File: src/rtl/pmd_cfg.svh
// timing, decimation and filter constants for the pdm microphone decimator
`ifndef PMD_CFG_SVH
`define PMD_CFG_SVH
`define PMD_CLK_KHZ 40000
`define PMD_OUT_KHZ 16
`define PMD_DEC1 8
`define PMD_DEC2 4
`define PMD_DEC3 6
`define PMD_STAGE1_KHZ 384
`define PMD_STAGE2_KHZ 96
`define PMD_BIT_KHZ (`PMD_OUT_KHZ * `PMD_DEC1 * `PMD_DEC2 * `PMD_DEC3)
`define PMD_HALF_CYC (`PMD_CLK_KHZ / (2 * `PMD_BIT_KHZ))
`define PMD_WORD 32
`define PMD_SCALE_SHIFT 23
`define PMD_DC_HZ 5
`define PMD_DC_K 9
`define PMD_GROUP_DELAY_US 1125
`define PMD_SHIFT_RST 32'h0000_0000
`define PMD_SAT_RST 1'b0
`define PMD_FIFO_DEPTH 8
`endif

File: src/rtl/pmd_pkg.sv
// shared types of the pdm microphone decimator
package pmd_pkg;
  typedef logic [31:0] pmd_word_t;
  typedef logic [1:0][31:0] pmd_pair_t;
endpackage : pmd_pkg

File: src/rtl/pmd_top.sv
// pdm microphone decimator: sample fifo and two-channel decimation chain
`timescale 1ns/1ps
`include "pmd_cfg.svh"

// ==========================================================
// sample fifo
module pmd_fifo #(
  parameter int W = 64,
  parameter int D = 8
) (
  input wire logic clk,
  input wire logic reset_n,
  input wire logic in_valid,
  output logic in_ready,
  input wire logic [W-1:0] in_data,
  output logic out_valid,
  input wire logic out_ready,
  output logic [W-1:0] out_data
);
  localparam int AW = $clog2(D);

  typedef struct packed {
    logic [D-1:0][W-1:0] mem;
    logic [AW:0] wp;
    logic [AW:0] rp;
  } pmd_fifo_st_t;

  pmd_fifo_st_t st_r;
  pmd_fifo_st_t st_nxt;

  // honest flags from the pointer pair
  assign in_ready = !((st_r.wp[AW] != st_r.rp[AW]) && (st_r.wp[AW-1:0] == st_r.rp[AW-1:0]));
  assign out_valid = (st_r.wp != st_r.rp);
  assign out_data = st_r.mem[st_r.rp[AW-1:0]];

  // push and pop
  always_comb begin
    st_nxt = st_r;
    if (in_valid && in_ready) begin
      st_nxt.mem[st_r.wp[AW-1:0]] = in_data;
      st_nxt.wp = st_r.wp + 1'b1;
    end
    if (out_valid && out_ready) begin
      st_nxt.rp = st_r.rp + 1'b1;
    end
  end

  // state register
  always_ff @(posedge clk) begin
    if (!reset_n) begin
      st_r <= '0;
    end else begin
      st_r <= st_nxt;
    end
  end
endmodule : pmd_fifo

// ==========================================================
// decimator top
module pmd_top #(
  parameter int HALF_CYC = `PMD_HALF_CYC,
  parameter int FIFO_DEPTH = `PMD_FIFO_DEPTH
) (
  input wire logic clk,
  input wire logic reset_n,
  output logic mic_clk,
  input wire logic mic_data,
  input wire logic cfg_wr,
  input wire logic [31:0] cfg_wr_shift,
  input wire logic [31:0] cfg_wr_sat,
  input wire logic cfg_rd,
  output logic cfg_rd_valid,
  output logic [31:0] cfg_rd_shift,
  output logic [31:0] cfg_rd_sat,
  output logic pcm_valid,
  input wire logic pcm_ready,
  output logic [31:0] pcm_ch0,
  output logic [31:0] pcm_ch1
);
  typedef struct packed {
    logic [7:0] div;
    logic mclk;
    logic s1;
    logic s2;
    logic [1:0][31:0] acc1;
    logic [1:0][2:0] c1;
    logic [1:0][31:0] acc2;
    logic [1:0][1:0] c2;
    logic [1:0][31:0] acc3;
    logic [1:0][2:0] c3;
    logic [1:0][31:0] xprev;
    logic [1:0][31:0] yprev;
    pmd_pkg::pmd_pair_t pcm;
    logic pend;
    logic [31:0] shift;
    logic sat;
    logic rd_valid;
    logic [31:0] rd_shift;
    logic [31:0] rd_sat;
    logic outv;
    pmd_pkg::pmd_pair_t outd;
  } pmd_st_t;

  pmd_st_t st_r;
  pmd_st_t st_nxt;
  logic fifo_in_ready;
  logic fifo_out_valid;
  logic fifo_pop;
  logic [63:0] fifo_out_data;

  // shift magnitude, clamped to the word
  function automatic logic [4:0] pmd_mag(input logic [31:0] v);
    logic [31:0] m;
    m = v[31] ? (32'h0 - v) : v;
    pmd_mag = (|m[31:5]) ? 5'h1f : m[4:0];
  endfunction : pmd_mag

  // power-of-two gain with optional clamp
  function automatic logic [31:0] pmd_gain(input logic [31:0] x, input logic [31:0] sh,
                                           input logic sat);
    logic signed [63:0] w;
    logic [4:0] n;
    n = pmd_mag(sh);
    w = $signed({{32{x[31]}}, x}) <<< n;
    if (sh[31]) begin
      pmd_gain = $unsigned($signed(x) >>> n);
    end else if (sat && (w > 64'sh0000_0000_7fff_ffff)) begin
      pmd_gain = 32'h7fff_ffff;
    end else if (sat && (w < -64'sh0000_0000_8000_0000)) begin
      pmd_gain = 32'h8000_0000;
    end else begin
      pmd_gain = w[31:0];
    end
  endfunction : pmd_gain

  assign fifo_pop = fifo_out_valid && (!st_r.outv || pcm_ready);

  // clock divider, decimation chain, command port and output stage
  always_comb begin
    logic edge_ev;
    logic ch;
    logic [31:0] bitv;
    logic [31:0] x;
    logic [31:0] y;
    edge_ev = 1'b0;
    ch = 1'b0;
    bitv = 32'h0;
    x = 32'h0;
    y = 32'h0;
    st_nxt = st_r;
    // two-flop synchroniser on the shared data pin
    st_nxt.s1 = mic_data;
    st_nxt.s2 = st_r.s1;
    // bit clock made by dividing clk
    if (st_r.div == 8'(HALF_CYC - 1)) begin
      st_nxt.div = 8'h0;
      st_nxt.mclk = !st_r.mclk;
      edge_ev = 1'b1;
      ch = st_r.mclk; // left on rising edge, right on falling
    end else begin
      st_nxt.div = st_r.div + 8'h1;
    end
    if (edge_ev) begin
      // pdm bit maps to plus or minus one
      bitv = st_r.s2 ? 32'h0000_0001 : 32'hffff_ffff;
      // boxcar fir by eight
      st_nxt.acc1[ch] = st_r.acc1[ch] + bitv;
      st_nxt.c1[ch] = st_r.c1[ch] + 3'h1;
      if (st_r.c1[ch] == 3'(`PMD_DEC1 - 1)) begin
        st_nxt.c1[ch] = 3'h0;
        st_nxt.acc1[ch] = 32'h0;
        // boxcar fir by four
        st_nxt.acc2[ch] = st_r.acc2[ch] + st_r.acc1[ch] + bitv;
        st_nxt.c2[ch] = st_r.c2[ch] + 2'h1;
        if (st_r.c2[ch] == 2'(`PMD_DEC2 - 1)) begin
          st_nxt.c2[ch] = 2'h0;
          st_nxt.acc2[ch] = 32'h0;
          // boxcar fir by six
          st_nxt.acc3[ch] = st_r.acc3[ch] + st_r.acc2[ch] + st_r.acc1[ch] + bitv;
          st_nxt.c3[ch] = st_r.c3[ch] + 3'h1;
          if (st_r.c3[ch] == 3'(`PMD_DEC3 - 1)) begin
            st_nxt.c3[ch] = 3'h0;
            st_nxt.acc3[ch] = 32'h0;
            x = (st_r.acc3[ch] + st_r.acc2[ch] + st_r.acc1[ch] + bitv) << `PMD_SCALE_SHIFT;
            // single-pole dc blocker, pole 1 - 2^-k
            y = x - st_r.xprev[ch] + st_r.yprev[ch] - ($signed(st_r.yprev[ch]) >>> `PMD_DC_K);
            st_nxt.xprev[ch] = x;
            st_nxt.yprev[ch] = y;
            st_nxt.pcm[ch] = pmd_gain(y, st_r.shift, st_r.sat);
            if (ch) begin
              st_nxt.pend = 1'b1;
            end
          end
        end
      end
    end
    // pair handed to the fifo; a new pair wins over the clear
    if (st_r.pend && fifo_in_ready && !st_nxt.pend) begin
      st_nxt.pend = 1'b0;
    end else if (st_r.pend && fifo_in_ready && !(edge_ev && ch && st_nxt.c3[1] == 3'h0
                                                && st_r.c3[1] == 3'(`PMD_DEC3 - 1))) begin
      st_nxt.pend = 1'b0;
    end
    // configuration write and read
    if (cfg_wr) begin
      st_nxt.shift = cfg_wr_shift;
      st_nxt.sat = (cfg_wr_sat != 32'h0);
    end
    st_nxt.rd_valid = cfg_rd;
    if (cfg_rd) begin
      st_nxt.rd_shift = st_r.shift;
      st_nxt.rd_sat = {31'h0, st_r.sat};
    end
    // registered output stage
    if (pcm_ready) begin
      st_nxt.outv = 1'b0;
    end
    if (fifo_pop) begin
      st_nxt.outv = 1'b1;
      st_nxt.outd = fifo_out_data;
    end
  end

  // state register
  always_ff @(posedge clk) begin
    if (!reset_n) begin
      st_r <= '0;
      st_r.shift <= `PMD_SHIFT_RST;
      st_r.sat <= `PMD_SAT_RST;
    end else begin
      st_r <= st_nxt;
    end
  end

  // sample pairs buffered toward the pipeline
  pmd_fifo #(
    .W(64),
    .D(FIFO_DEPTH)
  ) u_fifo (
    .clk(clk),
    .reset_n(reset_n),
    .in_valid(st_r.pend),
    .in_ready(fifo_in_ready),
    .in_data(st_r.pcm),
    .out_valid(fifo_out_valid),
    .out_ready(fifo_pop),
    .out_data(fifo_out_data)
  );

  assign mic_clk = st_r.mclk;
  assign cfg_rd_valid = st_r.rd_valid;
  assign cfg_rd_shift = st_r.rd_shift;
  assign cfg_rd_sat = st_r.rd_sat;
  assign pcm_valid = st_r.outv;
  assign pcm_ch0 = st_r.outd[0];
  assign pcm_ch1 = st_r.outd[1];
endmodule : pmd_top

File: config.mk
export PLATFORM = sky130hd
export DESIGN_NAME = pmd_top
export DESIGN_NICKNAME = d
export VERILOG_FILES = /design/src/rtl/pmd_pkg.sv /design/src/rtl/pmd_top.sv
export VERILOG_INCLUDE_DIRS = /design/src /design/src/rtl
export SDC_FILE = /design/constraint.sdc
export NUM_CORES = 2
export LEC_CHECK = 0
export BUFFER_PORTS_ARGS = -buffer_cell sky130_fd_sc_hd__buf_2
export CAP_MARGIN = 20
export CORE_MARGIN = 10
export CORE_UTILIZATION = 25
export DETAILED_ROUTE_END_ITERATION = 10
export SYNTH_ARGS = -nofsm -noshare
export SYNTH_HDL_FRONTEND = slang
export SYNTH_SLANG_ARGS = --single-unit
File: constraint.sdc
create_clock -name clk -period 9.5 [get_ports clk]
set_input_delay 1.425 -clock clk [delete_from_list [all_inputs] [get_ports clk]]
set_output_delay 1.425 -clock clk [all_outputs]
set_load 0.01 [all_outputs]
# After elaboration in Yosys (flattened, before gate mapping)

Cells that the tools add are included.

Flip-flop bits (word level): 1,064
Logic and storage cells: 167

$add $sub $neg: 16
$lt $le $gt $ge: 7
Equal/unequal tests: 8
Shift operators: 2
Muxes and demuxes: 55
Bitwise gates (word level): 10
Reductions and logical operators: 28

Operators with widths:

| cell                  | count |
|---|---|
| $mux 32               | 20 |
| $bwmux 512            | 1 |
| $mux 401              | 1 |
| $bwmux 64             | 6 |
| $mux 331              | 1 |
| $mux 263              | 1 |
| $add 32x32->32        | 7 |
| $mux 199              | 1 |
| $and 64x64->64        | 3 |
| $bmux 64 s3           | 1 |
| $demux 64 s3          | 1 |
| $mux 64               | 2 |
| $mux 65               | 1 |
| $gt 64x32->1 const B  | 1 |
| $lt 64x32->1 const B  | 1 |
| $not 64->64           | 1 |
| $sshl 32x5->64        | 1 |
| $demux 32 s1          | 1 |
| $reduce_bool 32->1    | 1 |
| $sshr 32x5->32        | 1 |
| $sub 1x32->32 const A | 1 |
| $sub 32x23->32        | 1 |
| $sub 32x32->32        | 1 |
| $reduce_or 27->1      | 1 |
| 37 further kinds      | 69 |

# Logic depth before layout (Yosys ltp)

Depth after elaboration: 31
Gate-level depth with buffers: 40
Mapped depth without buffers: 36

# Cells and area by module

A second synthesis with hierarchy kept.

Cell total of the unflattened synthesis: 5,411
Area total of the unflattened synthesis: 47,594.4 um^2

By module, submodules not included:

| module   | times used | cells an instance | area an instance (um^2) |
|---|---|---|---|
| pmd_top  | 1          | 3,397             | 25,094.1 |
| pmd_fifo | 1          | 2,014             | 22,500.3 |

# Worst setup path before layout

No wires, ideal clock.

Path type: reg-to-reg
From: register st_r[567] (netlist name)
To: register st_r[207] (netlist name)
Arrival time: 9,595 ps
Data required time: 9,413 ps
Slack: -182 ps
Stages on the path, launching flop included: 40
Path buffers: 4
Cell sequence: dfxtp_1 ha_1 or4b_2 nor2_1 clkbuf_1 clkbuf_1 mux2i_1 inv_1 fa_1 fa_1 ha_1 inv_1 fa_1 nor2b_1 o21ai_0 nand2b_1 xor2_1 inv_1 [4 not listed] clkbuf_1 nand2_1 nand2b_1 a21oi_1 nor2_1 a2111oi_0 a21oi_1 xor2_1 nor2_1 a221oi_1 o221ai_1 or4_1 nor4b_2 nand4_1 o311ai_2 buf_4 a31oi_1 o31ai_1

Longest elaborated chain between the ends: 21

Ends and longest elaborated chain:

| element                                    | line           | source |
|---|---|---|
| from (decl)                                | pmd_top.sv:104 | `pmd_st_t st_r;` |
| from (signal assigned)                     | pmd_top.sv:231 | `st_r <= st_nxt;` |
| $eq 8x3->1 *                               | pmd_top.sv:155 | `if (st_r.div == 8'(HALF_CYC - 1)) begin` |
| $mux 1                                     | pmd_top.sv:155 |  |
| $mux 32 (implied by the code) (2 in a row) | pmd_top.sv:184 | `` x = (st_r.acc3[ch] + st_r.acc2[ch] + st_r.acc1[ch] + bitv) << `PMD_SCALE_SHIFT; `` |
| $add 32x32->32 (3 in a row)                | pmd_top.sv:184 |  |
| $sub 32x32->32                             | pmd_top.sv:186 | `` y = x - st_r.xprev[ch] + st_r.yprev[ch] - ($signed(st_r.yprev[ch]) >>> `PMD_DC_K); `` |
| $add 32x32->32                             | pmd_top.sv:186 |  |
| $sub 32x23->32                             | pmd_top.sv:186 |  |
| $sshl 32x5->64                             | pmd_top.sv:124 | `w = $signed({{32{x[31]}}, x}) <<< n;` |
| [2 not listed]                             | -              |  |
| $mux 32                                    | pmd_top.sv:129 | `end else if (sat && (w < -64'sh0000_0000_8000_0000)) begin` |
| $mux 32                                    | pmd_top.sv:127 | `end else if (sat && (w > 64'sh0000_0000_7fff_ffff)) begin` |
| $mux 32                                    | pmd_top.sv:125 | `if (sh[31]) begin` |
| $mux 32                                    | pmd_top.sv:181 | `` if (st_r.c3[ch] == 3'(`PMD_DEC3 - 1)) begin `` |
| $mux 32                                    | pmd_top.sv:175 | `` if (st_r.c2[ch] == 2'(`PMD_DEC2 - 1)) begin `` |
| $mux 32                                    | pmd_top.sv:169 | `` if (st_r.c1[ch] == 3'(`PMD_DEC1 - 1)) begin `` |
| $mux 32                                    | pmd_top.sv:163 | `if (edge_ev) begin` |
| $bwmux 64                                  | pmd_top.sv:189 | `st_nxt.pcm[ch] = pmd_gain(y, st_r.shift, st_r.sat);` |

Mark *: on every way between the ends. The rest lies on a longest branch, timed or not. The select of a mux whose other input is x is not followed.
A chain may end at the register's enable or synchronous reset.

# Worst setup path in the final report

From: register st_r[568] (netlist name)
To: register st_r[197] (netlist name)

Same word-level chain as after synthesis.

==> summary.txt <==
Status
  – Outcome: complete, no violations

Global route
  – Gr usage total: 0.141
  – GR Overflow Total: 0
  – Number of global-route vias before repair: 39,800
  – Global-route wire length before repair: 240,000 um
  – Initial antenna violation count: 4
  – Largest net degree at the start of global routing: 260

Setup path
  – Setup crit end kind: flip-flop
  – Worst setup SP type: flip-flop
  – CP most frequent cell: inv_1
  – WP data arrival: 9700 ps
  – Crit-path leading delay family: adder cells
  – CP Max Fanout: 30
  – CP max stage delay: 560 ps
  – R2R Setup Slk: 390 ps
  – WP data required: 10,100 ps
  – Buffers & Inverters on Critical Path: 9
  – Crit Path Class: flip-flop to flip-flop
  – Critical Path Slowest Stage Cell: fa_1

STA
  – Setup TNS: 0 ps
  – Slew @ Worst Pin: 1170 ps
  – Hold WS: 462 ps
  – Slew headroom: 0.215
  – Hold Fails Final Rpt: 0
  – F_max: 110 MHz
  – Worst Skew: 42.2 ps
  – Final setup fails: 0
  – Slew Limit Fails: 0
  – Fin crit share: 0.958
  – Minimum clock period: 9110 ps

Route
  – Via count: 41,300
  – Final ANT Viol Nets: 0
  – Drt pass-1 iters: 5
  – Detailed Route WL: 157,000 um
  – DRC errors left: 0
  – Via density: 5.02
  – WL/cell: 19.1 um
  – Initial DRC count: 3,812

Floorplan
  – IO Count: 201
  – Initial Util: 0.251
  – Die H: 460 um
  – Die W: 460 um
  – Core footprint: 0.192 mm^2
  – Row Count: 161
  – Die Area: 0.211 mm^2

Synthesis
  – Synth Instances: 5,827
  – Seq/Total Area, Yosys: 0.365
  – Syn avg cell area: 8.29 um^2
  – Yosys cell types: 91
  – Cell Area, Synth: 0.0483 mm^2
  – Synthesis Warnings: 0
  – FF+latch count, synth: 880
  – Number of synthesized flops with an enable pin: 0
  – Post-synth top flop: dfxtp_1
  – Asr flop ratio synth: 0

Layout
  – Area growth, synth to finish: 12.3%
  – Nets@finish: 5,831
  – Final instance area: 0.0542 mm^2
  – Filler Cells Inserted: 20,400
  – Cell Count, Final, Fillers Out: 8,228
  – Layout cells sized above 1: 0.121

Min path
  – Worst hold path type: flip-flop to flip-flop

Clocking
  – Clk slew on worst S/H paths: 60 ps
  – TritonCTS clock tree: built
  – Root Buffer: clkbuf_16
  – Num CTS Buffers: 100
  – CTS H-tree lvls: 3
  – Num Clock Sinks: 880
  – Clock Latency Late Sink: 730 ps
  – Clock Path Buffers: 3

Power and ir drop
  – Total power: 9.08 mW
  – Pwr dens: 167 mW/mm^2
  – Peak supply drop: 0.000156 V
  – Leakage: 19.8 nW

Placed design
  – Dpl cell area: 0.0507 mm^2
  – Gpl congestion: 0.907
  – Port Buffers: 169
  – Placed Cells: 8,038
  – DP HPWL: 100,000 um

Flow run
  – Max-cap violations: 0
cell families after synthesis:
kind of cell,after synthesis,synth area share
AOI/OAI and AO/OA,1363,0.201
other,1,0.0000776
adders and majority gates,139,0.0402
xor gates and xnor gates,83,0.0154
buffers and inverters,756,0.0697
DFF,880,0.365
muxes,352,0.107
and+or+nand+nor,2253,0.202
registers in the layout (all words and copies together), names as in the netlist, named ones only:
signal / flops
u_fifo.st_r: 520
cfg_rd_sat: 1
pcm_ch1: 32
st_r: 212
cfg_rd_shift: 32
st_nxt: 1
mic_clk: 1
pcm_ch0: 32
pcm_valid: 1
cfg_rd_valid: 1
worst register-to-register path: cells and delay by family (launching register included):
kind / cells / cell delay [ps]
adder cells (fa/ha/maj): 8 / 2960
AO/OA/AOI/OAI: 10 / 1990
AND/OR/NAND/NOR: 6 / 1530
multiplexers: 3 / 1010
buffers and inverters: 9 / 880
flip-flops: 1 / 350
XOR/XNOR: 1 / 260
metrics by stage:
stage	utilization	worst slack, ps
floorplan	-	6.98
global placement	0.264	108
detailed placement	0.264	-15.3
CTS	0.281	16.6
global route	0.282	-14.8
finish	0.282	395
report_power, final:
| group | switching (mW) | total (mW) | internal (mW) |
|---|---|---|---|
| combinational | 0.843 | 1.37 | 0.531 |
| clock | 1.66 | 3.90 | 2.24 |
| sequential | 0.0561 | 3.80 | 3.75 |
cell usage in the layout (no fill, tap or decap), types with 18 or more instances in the layout:
master     netlist  final
and2_1          45     45
nand3_1        135    133
nand2b_1        26     26
and3_1          26     24
a211oi_1        24     24
a21boi_0       605    605
a21oi_1        159    158
fa_1            27     27
buf_2           13    168
xnor2_1         52     51
inv_1          112    111
nor4_1          25     25
o21ai_0        170    168
clkbuf_1       435     28
o211ai_1        37     37
a21o_1          29     29
nand2_1       1534   1530
mux4_2         129    129
clkbuf_8         0     18
o31ai_1         63     63
dfxtp_1        880    875
buf_4          133    129
ha_1           112    112
a31oi_1         33     31
mux2i_1        202    201
clkbuf_16        0    103
o211a_1         82     82
mux2_2          21     21
conb_1           1     31
xor2_1          30     29
nand4_1         20     20
nor2b_1        121    121
nor3_1          59     54
nor2_1         174    169
worst paths after layout:
path,start,depth (start not counted),to
hold / removal,u_fifo.st_r[411],2,u_fifo.st_r[411]
setup / recovery,st_r[568],37,st_r[197]
hold reg to reg,u_fifo.st_r[411],2,u_fifo.st_r[411]
setup reg to reg,st_r[568],37,st_r[197]
timing repair:
item	in CTS	in global routing
pin swaps	0	7
buffers inserted	0	3
endpoints found under the setup margin	51	62
resized for setup	1	23
hold buffers	0	0
cloned	0	2
Yosys cell counts, types with 14 or more instances:
cell type  instances  area (um^2)
a31oi_1           33          206
nand4_1           20          125
o211a_1           82          821
nand3_1          135          676
o211ai_1          37          278
dfxtp_1          880        17600
nor3b_1           15          113
nor2b_1          121          757
a21boi_0         605         4540
and2_1            45          282
mux2_2            21          236
mux4_2           129         2910
o21ai_0          170          851
clkbuf_1         435         1630
or3_1             17          106
o21a_1            18          135
a21oi_1          159          796
buf_4            133          998
xnor2_1           52          455
a211oi_1          24          180
a22oi_1           16          120
buf_1             61          229
nor2_1           174          653
and3_1            26          163
a21o_1            29          218
nand2b_1          26          163
o31ai_1           63          473
inv_1            112          420
ha_1             112         1400
xor2_1            30          263
nor3_1            59          295
nand2_1         1534         5760
mux2i_1          202         2020
fa_1              27          541
o22ai_1           14         87.6
nor4_1            25          156
layer usage:
| metal | vias to the layer above | track usage | wire (um) |
|---|---|---|---|
| met5 | - | 0 | 48 |
| met1 | 20000 | 0.188 | 69500 |
| met2 | 1454 | 0.231 | 72500 |
| met4 | 8 | 0.0438 | 4780 |
| met3 | 313 | 0.0242 | 10300 |
| li1 | 19500 | - | - |
layout make-up:
cell class / count / area [um^2] / area share
multi-input combinational: 4221 / 27700 / 0.511
sequential: 880 / 17600 / 0.325
tap: 2526 / 3160 / 0.0583
clock buffer: 148 / 2910 / 0.0536
timing repair buffer: 307 / 2000 / 0.0369
inverter: 112 / 420 / 0.00775
clock inverter: 32 / 397 / 0.00731
antenna: 2 / 5.00 / 0.0000923
Power figures use the tool's default switching activity.
